[src/verilog/csf_regs.svh]
// Report layout, descriptor and code constants for the swipe report framer
// Function
// All usages sit on vendor stripe-reader page, first descriptor item.
// Usage IDs 20-22 status, 28-2A length, 30-32 data, 38 type, 20 cmd.
// Descriptor opens application collection, range 0-255, size 8, ends C0.
// Seven single-byte inputs, then three 110-byte buffered-byte inputs.
// Command message is a 24-byte buffered-bytes feature item.
// Swipe results leave only as an input report on interrupt IN.
// Exactly one input report per swipe, no repeats, no splits.
// Poll with no pending report is answered with NAK.
// A swipe yields a report even when no track decodes.
// Bytes 0-2 status, 3-5 length, 6 type, then three 110-byte fields.
// Status bit 0 is decode error; bits 7 to 1 reserved zero.
// Error only for non-noise signal that failed to decode.
// Errored track reports length zero and no valid data.
// Length equals decoded bytes placed; zero when track empty.
// Field bytes beyond length are undefined; receiver ignores them.
// Encode type is 0,1,3,4,5 or 6; value 2 reserved.
// Hold report pending until host acknowledges; then accept next swipe.
// Unused track field bytes are sent as zero.
`ifndef CSF_REGS_SVH
`define CSF_REGS_SVH

// Input report layout (byte offsets)
`define CSF_STAT_OFS   9'h000
`define CSF_LEN_OFS    9'h003
`define CSF_ENC_OFS    9'h006
`define CSF_DATA_OFS   9'h007
`define CSF_RPT_LAST   9'h150
`define CSF_TRK2_OFS   9'h06e
`define CSF_TRK3_OFS   9'h0dc
`define CSF_TRK_LEN    7'h6e
`define CSF_MEM_LAST   9'h149
`define CSF_ERR_BIT    0

// Encode type codes
`define CSF_ENC_ISO    8'h00
`define CSF_ENC_AAMVA  8'h01
`define CSF_ENC_BLANK  8'h03
`define CSF_ENC_OTHER  8'h04
`define CSF_ENC_UNDET  8'h05
`define CSF_ENC_NONE   8'h06

// Report descriptor size in bytes
`define CSF_DESC_LEN   6'h3d
`define CSF_DESC_LAST  6'h3c

`endif

[src/verilog/csf_pkg.sv]
// Types shared by the swipe report framer modules
package csf_pkg;
    typedef logic [7:0] csf_byte_t;
    typedef logic [8:0] csf_idx_t;
    typedef logic [5:0] csf_daddr_t;
    typedef enum logic [1:0] {
        CSF_ST_COLLECT,
        CSF_ST_PEND,
        CSF_ST_SEND,
        CSF_ST_WAIT
    } csf_state_t;
endpackage

[src/verilog/csf_desc_if.sv]
// Descriptor lookup channel between framer and descriptor table
`timescale 1ns/1ps
interface csf_desc_if;
    import csf_pkg::*;
    csf_daddr_t addr;
    csf_byte_t  data;
    modport rom  (input addr, output data);
    modport user (output addr, input data);
endinterface

[src/verilog/csf_report_framer.sv]
// Swipe report framer: captures decoded tracks, serves the input report
`timescale 1ns/1ps
`include "csf_regs.svh"
module csf_report_framer
    import csf_pkg::*;
(
    input  wire logic       clock,
    input  wire logic       resetn,
    input  wire logic       trk_valid,
    input  wire logic [1:0] trk_sel,
    input  wire logic [7:0] trk_byte,
    input  wire logic       swipe_done,
    input  wire logic [2:0] swipe_signal,
    input  wire logic [2:0] swipe_decoded,
    input  wire logic [7:0] swipe_enc,
    output logic            cap_ready,
    input  wire logic       poll,
    output logic            nak,
    output logic            tx_valid,
    output logic [7:0]      tx_data,
    output logic            tx_last,
    input  wire logic       tx_ready,
    input  wire logic       ack,
    input  wire logic       retry,
    output logic            pending,
    input  wire logic [5:0] desc_addr,
    output logic [7:0]      desc_data
);
    csf_desc_if dsc ();

    csf_state_t  st_r,  st_nxt;
    csf_idx_t    idx_r, idx_nxt;
    logic        txv_r, txv_nxt;
    csf_byte_t   txd_r, txd_nxt;
    logic        nak_r, nak_nxt;
    logic [2:0]  err_r, err_nxt;
    csf_byte_t   len_r   [3];
    csf_byte_t   len_nxt [3];
    logic [6:0]  cnt_r   [3];
    logic [6:0]  cnt_nxt [3];
    csf_byte_t   enc_r, enc_nxt;
    csf_byte_t   dsc_r;
    csf_byte_t   mem_r [330];
    logic        wr_en;
    csf_idx_t    wr_idx;

    // Descriptor table lookup
    csf_desc_rom u_rom (
        .dsc (dsc.rom)
    );
    assign dsc.addr = desc_addr;

    // Track field base offset inside the capture store
    function automatic csf_idx_t trk_base(input logic [1:0] t);
        unique case (t)
            2'd0:    return 9'h000;
            2'd1:    return `CSF_TRK2_OFS;
            default: return `CSF_TRK3_OFS;
        endcase
    endfunction

    // Reserved codes and the never-sent none code fall to undetermined
    function automatic csf_byte_t enc_legal(input csf_byte_t e);
        if (e == `CSF_ENC_ISO || e == `CSF_ENC_AAMVA ||
            e == `CSF_ENC_BLANK || e == `CSF_ENC_OTHER) begin
            return e;
        end
        return `CSF_ENC_UNDET;
    endfunction

    // Report byte at a given offset; beyond length reads zero
    function automatic csf_byte_t rpt_byte(input csf_idx_t i);
        csf_idx_t   off;
        logic [1:0] t;
        csf_idx_t   loc;
        off = i - `CSF_DATA_OFS;
        t   = 2'd2;
        loc = 9'h000;
        if (i < `CSF_LEN_OFS) begin
            return {7'h00, err_r[i[1:0]]};
        end
        if (i < `CSF_ENC_OFS) begin
            return len_r[2'(i - `CSF_LEN_OFS)];
        end
        if (i == `CSF_ENC_OFS) begin
            return enc_r;
        end
        if (off < `CSF_TRK2_OFS) begin
            t = 2'd0;
        end else if (off < `CSF_TRK3_OFS) begin
            t = 2'd1;
        end
        loc = off - trk_base(t);
        if (loc < {1'b0, len_r[t]}) begin
            return mem_r[off];
        end
        return 8'h00;
    endfunction

    // Capture store write; bytes past a full field are dropped
    always_comb begin
        wr_idx = trk_base(trk_sel) + 9'(cnt_r[trk_sel]);
        wr_en  = (st_r == CSF_ST_COLLECT) && trk_valid &&
                 (trk_sel != 2'd3) && (cnt_r[trk_sel] < `CSF_TRK_LEN);
    end

    always_ff @(posedge clock) begin
        if (wr_en) begin
            mem_r[wr_idx] <= trk_byte;
        end
    end

    // Report sequencer and field latches
    always_comb begin
        st_nxt  = st_r;
        idx_nxt = idx_r;
        txv_nxt = txv_r;
        txd_nxt = txd_r;
        nak_nxt = 1'b0;
        err_nxt = err_r;
        enc_nxt = enc_r;
        for (int k = 0; k < 3; k++) begin
            len_nxt[k] = len_r[k];
            cnt_nxt[k] = cnt_r[k];
        end
        unique case (st_r)
            CSF_ST_COLLECT: begin
                if (poll) begin
                    nak_nxt = 1'b1;
                end
                if (wr_en) begin
                    cnt_nxt[trk_sel] = cnt_r[trk_sel] + 7'h01;
                end
                // Every swipe taken while collecting is framed, decodable or not
                if (swipe_done) begin
                    for (int k = 0; k < 3; k++) begin
                        // Noise alone never flags an error
                        err_nxt[k] = swipe_signal[k] &
                                     ~swipe_decoded[k];
                        // Count includes a byte taken with the done pulse
                        len_nxt[k] = (swipe_decoded[k] && !err_nxt[k])
                                   ? {1'b0, cnt_nxt[k]} : 8'h00;
                    end
                    enc_nxt = enc_legal(swipe_enc);
                    st_nxt  = CSF_ST_PEND;
                end
            end
            CSF_ST_PEND: begin
                // Report goes out only when the IN pipe is polled
                if (poll) begin
                    idx_nxt = `CSF_STAT_OFS;
                    txd_nxt = rpt_byte(`CSF_STAT_OFS);
                    txv_nxt = 1'b1;
                    st_nxt  = CSF_ST_SEND;
                end
            end
            CSF_ST_SEND: begin
                // Whole report streams in one transfer, no split
                if (tx_ready) begin
                    if (idx_r == `CSF_RPT_LAST) begin
                        txv_nxt = 1'b0;
                        st_nxt  = CSF_ST_WAIT;
                    end else begin
                        idx_nxt = idx_r + 9'h001;
                        txd_nxt = rpt_byte(idx_r + 9'h001);
                    end
                end
            end
            CSF_ST_WAIT: begin
                // Held until acknowledged; a lost transfer is resent
                if (ack) begin
                    st_nxt = CSF_ST_COLLECT;
                    for (int k = 0; k < 3; k++) begin
                        cnt_nxt[k] = 7'h00;
                    end
                end else if (retry) begin
                    st_nxt = CSF_ST_PEND;
                end
            end
        endcase
    end

    always_ff @(posedge clock or negedge resetn) begin
        if (!resetn) begin
            st_r  <= CSF_ST_COLLECT;
            idx_r <= 9'h000;
            txv_r <= 1'b0;
            txd_r <= 8'h00;
            nak_r <= 1'b0;
            err_r <= 3'h0;
            enc_r <= `CSF_ENC_NONE;
            for (int k = 0; k < 3; k++) begin
                len_r[k] <= 8'h00;
                cnt_r[k] <= 7'h00;
            end
        end else begin
            st_r  <= st_nxt;
            idx_r <= idx_nxt;
            txv_r <= txv_nxt;
            txd_r <= txd_nxt;
            nak_r <= nak_nxt;
            err_r <= err_nxt;
            enc_r <= enc_nxt;
            for (int k = 0; k < 3; k++) begin
                len_r[k] <= len_nxt[k];
                cnt_r[k] <= cnt_nxt[k];
            end
        end
    end

    // Descriptor data is registered, one cycle behind the address
    always_ff @(posedge clock or negedge resetn) begin
        if (!resetn) begin
            dsc_r <= 8'h00;
        end else begin
            dsc_r <= dsc.data;
        end
    end

    // Outputs
    assign cap_ready = (st_r == CSF_ST_COLLECT);
    assign nak       = nak_r;
    assign tx_valid  = txv_r;
    assign tx_data   = txd_r;
    assign tx_last   = txv_r && (idx_r == `CSF_RPT_LAST);
    assign pending   = (st_r != CSF_ST_COLLECT);
    assign desc_data = dsc_r;
endmodule // csf_report_framer

[src/verilog/csf_desc_rom.sv]
// Constant HID report descriptor table, read by byte index
`timescale 1ns/1ps
`include "csf_regs.svh"
module csf_desc_rom
    import csf_pkg::*;
(
    csf_desc_if.rom dsc
);
    // First descriptor byte sits in the top byte of the table
    localparam logic [487:0] DESC = {
        8'h06, 8'h00, 8'hff,
        8'h09, 8'h01, 8'ha1, 8'h01,
        8'h15, 8'h00, 8'h26, 8'hff, 8'h00,
        8'h75, 8'h08,
        8'h09, 8'h20, 8'h09, 8'h21, 8'h09, 8'h22,
        8'h09, 8'h28, 8'h09, 8'h29, 8'h09, 8'h2a,
        8'h09, 8'h38, 8'h95, 8'h07, 8'h81, 8'h02,
        8'h09, 8'h30, 8'h95, 8'h6e, 8'h82, 8'h02, 8'h01,
        8'h09, 8'h31, 8'h95, 8'h6e, 8'h82, 8'h02, 8'h01,
        8'h09, 8'h32, 8'h95, 8'h6e, 8'h82, 8'h02, 8'h01,
        8'h09, 8'h20, 8'h95, 8'h18, 8'hb2, 8'h02, 8'h01,
        8'hc0
    };

    // Out-of-range index reads zero rather than wrapping
    function automatic csf_byte_t desc_byte(input csf_daddr_t a);
        logic [5:0] r;
        r = `CSF_DESC_LAST - a;
        if (a > `CSF_DESC_LAST) begin
            return 8'h00;
        end
        return DESC[{r, 3'b000} +: 8];
    endfunction

    assign dsc.data = desc_byte(dsc.addr);
endmodule // csf_desc_rom

[config.mk]
export PLATFORM = sky130hd
export DESIGN_NAME = csf_report_framer
export DESIGN_NICKNAME = d
export VERILOG_FILES = /design/src/verilog/csf_pkg.sv /design/src/verilog/csf_desc_if.sv /design/src/verilog/csf_report_framer.sv /design/src/verilog/csf_desc_rom.sv
export VERILOG_INCLUDE_DIRS = /design/src /design/src/verilog
export SDC_FILE = /design/constraint.sdc
export NUM_CORES = 2
export LEC_CHECK = 0
export BUFFER_PORTS_ARGS = -buffer_cell sky130_fd_sc_hd__buf_2
export CORE_UTILIZATION = 50
export DETAILED_ROUTE_END_ITERATION = 12
export PLACE_DENSITY = 0.61
export SLEW_MARGIN = 10
export SYNTH_ARGS = -nofsm -noshare
export SYNTH_HDL_FRONTEND = slang
export SYNTH_SLANG_ARGS = --single-unit
[constraint.sdc]
create_clock -name clock -period 8.4 [get_ports clock]
set_input_delay 1.68 -clock clock [delete_from_list [all_inputs] [get_ports clock]]
set_output_delay 1.68 -clock clock [all_outputs]
set_load 0.005 [all_outputs]
==> reports/results.tsv <==
stage	metric	value	unit
status	run_status	finished, final reports clean	
sta	grt_setup_unrepaired	false	
synthesis	synthArstFlopShare	3.01	%
grt	grt_max_degree	141	
detailed_routing	wl_per_cell	31.7	um
critical_path	crit_path_cell_trace	clkinv_1 > ha_4 > buf_4 > buf_4 > buf_4 > mux4_2 > mux2i_1 > mux2i_1 > mux2i_1 > a32oi_1 > a31oi_1 > a2111oi_0 > a221o_1	
grt	top_usage_layer	met2	
grt	grt_use_met2	40.2	%
synthesis	synth_edf_count	2640	
sta	fin_crit	7390	ps
grt	grt_pass1_wl	419000	um
synthesis	yosysSeqAreaShare	74.2	%
cts	post_cts_buffers	0	
sta	setup_slack	1010	ps
placement	pre_cts_slack	1110	ps
cts	h-tree-depth	5	
critical_path	critical-path-top-delay-family	buffers and inverters	
detailed_routing	viasPerCell	6.30	
sta	fmax	135	MHz
finish	drive_above_1_share	21.2	%
floorplanning	core	0.217	mm^2
synthesis	synthCells	5918	
placement	hpwl	168000	um
detailed_routing	drt_iter0_drc	7392	
cts	postCtsResizedCells	0	
power_and_ir_drop	peakVddDrop	315	uV
finish	nets	6132	
synthesis	ys_seq_elements	2722	
synthesis	syn_nets	5992	
detailed_routing	num_vias	57500	
grt	grtUsageMet3	5.46	%
cts	cts_tree	yes	
sta	relSlewSlack	19.8	%
critical_path	crit_required	9200	ps
sta	hold_viol_final	0	
power_and_ir_drop	powerDensity	325	mW/mm^2
finish	post-route-cell-area	0.123	mm^2
sta	setup_violations	0	
sta	tns	0	ps
finish	fin_cells	9128	
cts	cts_root_buf	clkbuf_16	
synthesis	syn_area	0.110	mm^2
cts	cts_hold_buf	0	
hold_path	worst_hold_path_type	flop to flop	
grt	grt.total_usage	26.3	%
synthesis	ys_types	88	
power_and_ir_drop	leakagePower	39.2	nW
finish	synthToLayoutAreaGrowth	11.9	%
critical_path	worstSetupPathType	flop to flop	
grt	grt.overflow.total	0	
grt	grt_pass1_vias	57100	
detailed_routing	firstDrtPassIters	6	
cts	cts_sinks	2722	
sta	slew_viol_final	0	
sta	skew	42.8	ps
sta	period_share	88.0	%
detailed_routing	finalWirelength	289000	um
grt	grtUsageMet1	38.4	%
placement	port-buffer-count	58	
floorplanning	rows	171	
detailed_routing	drcViolationCount	0	
cts	clk_latency	950	ps
synthesis	synth_flop_cell	edfxtp_1	
critical_path	end_kind	flop	
critical_path	critPathBufInv	4	
floorplanning	fp.dieArea	0.221	mm^2
critical_path	cp_slowest_stage_delay	850	ps
floorplanning	die_w	470	um
detailed_routing	antenna_left	0	
floorplanning	die_h	470	um
cts	cts_buffers	296	
sta	worstMarginPinSlew	1200	ps
placement	dp_cells	8614	
cts	clkTransAtPathRegs	60	ps
placement	place_congestion	0.878	
cts	clk_path_buf_depth	4	
floorplanning	io_pins	59	
grt	grt_antenna_before_repair	5	
critical_path	worstSetupStartpointType	flop	
sta	hold_slack	487	ps
critical_path	cpMaxStageDelayCell	dfrtp_4	
synthesis	synth_warnings	0	
critical_path	arrival	8190	ps
placement	dpl_cell_area	0.113	mm^2
floorplanning	initial_core_util	50.4	%
job	cap_viol_max_count	0	
critical_path	crit_fanout	58	
synthesis	avgSynthCellArea	18.5	um^2
[metrics by stage]
step	power, mW	util [%]
after floorplan	23.7	-
after detailed placement	27.6	52.2
after CTS	40.0	56.4
after global placement	27.6	52.2
after global routing	41.2	56.4
final	39.8	56.4
[state kept, by name, indices dropped and copies added (netlist names)]
register,cells
nak,1
tx_data,8
tx_valid,1
err_r,3
enc_r,8
st_r,2
cnt_r,21
len_r,21
mem_r,2640
idx_r,9
desc_data,8
[power breakdown]
part	switching, mW	internal, mW	total, mW
clock	5.18	7.30	12.5
sequential	0.116	15.0	15.1
combinational	7.33	4.90	12.2
[cells by family after synthesis]
| family | share of synthesized area [%] |
|---|---|
| flip-flops | 74.2 |
| AND/OR/NAND/NOR | 5.63 |
| multiplexers | 15.0 |
| AO/OA/AOI/OAI | 2.82 |
| buffers and inverters | 1.61 |
| adder cells (fa/ha/maj) | 0.425 |
| XOR/XNOR | 0.289 |
[path summary, 6_finish.rpt]
| check | from | depth (start not counted) | slack [ps] | end |
|---|---|---|---|---|
| worst min-delay path | enc_r[7]$_DFFE_PN0P_ | 1 | 490 | enc_r[7]$_DFFE_PN0P_ |
| max in group asynchronous | resetn | 2 | 6550 | idx_r[0]$_DFFE_PN0P_ |
| min in group asynchronous | resetn | 1 | 580 | cnt_r[14]$_DFFE_PN0P_ |
| worst min register to register | enc_r[7]$_DFFE_PN0P_ | 1 | 490 | enc_r[7]$_DFFE_PN0P_ |
| worst max-delay path | idx_r[0]$_DFFE_PN0P_ | 13 | 1010 | tx_data[1]$_DFFE_PN0P_ |
| worst max register to register | idx_r[0]$_DFFE_PN0P_ | 13 | 1010 | tx_data[1]$_DFFE_PN0P_ |
[layout by cell type, fill, tap and decap left out, types with 38 or more instances in the layout]
cell and instances:
edfxtp_1 2640, mux4_2 656, nand2_1 627, nor2_1 389
clkbuf_16 300, nand3_1 212, mux2i_1 147, a21oi_1 138
buf_4 135, o21ai_0 96, dfrtp_1 79, clkinv_1 67
buf_2 49, and3_1 44, clkbuf_1 44, clkinv_2 42
a311oi_1 38
[final cells by class]
type / count / area, um^2
tap: 2854 / 3570
sequential: 2722 / 81300
clock buffer: 346 / 7700
fill: 16200 / 94800
inverter: 33 / 138
clock inverter: 159 / 1430
multi-input combinational: 2793 / 26600
timing repair buffer: 212 / 1780
antenna: 9 / 22.5
[cells in the mapped netlist, types with 5 or more instances]
library cell	n	area share, %
a2111oi_0	15	0.12
a211oi_1	19	0.13
a21o_1	6	0.041
a21oi_1	138	0.63
a221oi_1	7	0.056
a311oi_1	38	0.30
a31oi_1	21	0.12
a32oi_1	5	0.040
and2_1	19	0.11
and3_1	45	0.26
buf_1	30	0.10
buf_2	114	0.52
buf_4	24	0.16
clkbuf_1	200	0.68
dfrtp_1	80	1.8
edfxtp_1	2640	72
ha_1	34	0.39
inv_1	29	0.099
mux2_2	19	0.20
mux2i_1	148	1.4
mux4_2	656	13
nand2_1	644	2.2
nand2b_1	9	0.051
nand3_1	213	0.97
nand3b_1	6	0.041
nand4_1	14	0.080
nor2_1	390	1.3
nor2b_1	34	0.19
nor3_1	19	0.087
nor4_1	13	0.074
o2111ai_1	5	0.040
o211ai_1	17	0.12
o21ai_0	96	0.44
o221ai_1	10	0.080
o22ai_1	14	0.080
o2bb2ai_1	5	0.040
o31ai_1	6	0.041
o32ai_1	8	0.064
or3_1	7	0.040
xnor2_1	23	0.18
xor2_1	8	0.064
[layer usage]
metal	vias up	part of all wire (%)
met5	-	0
met3	400	8.7
met1	30300	42
li1	24000	-
met4	0	2.7
met2	2716	47
Power figures use the tool's default switching activity.
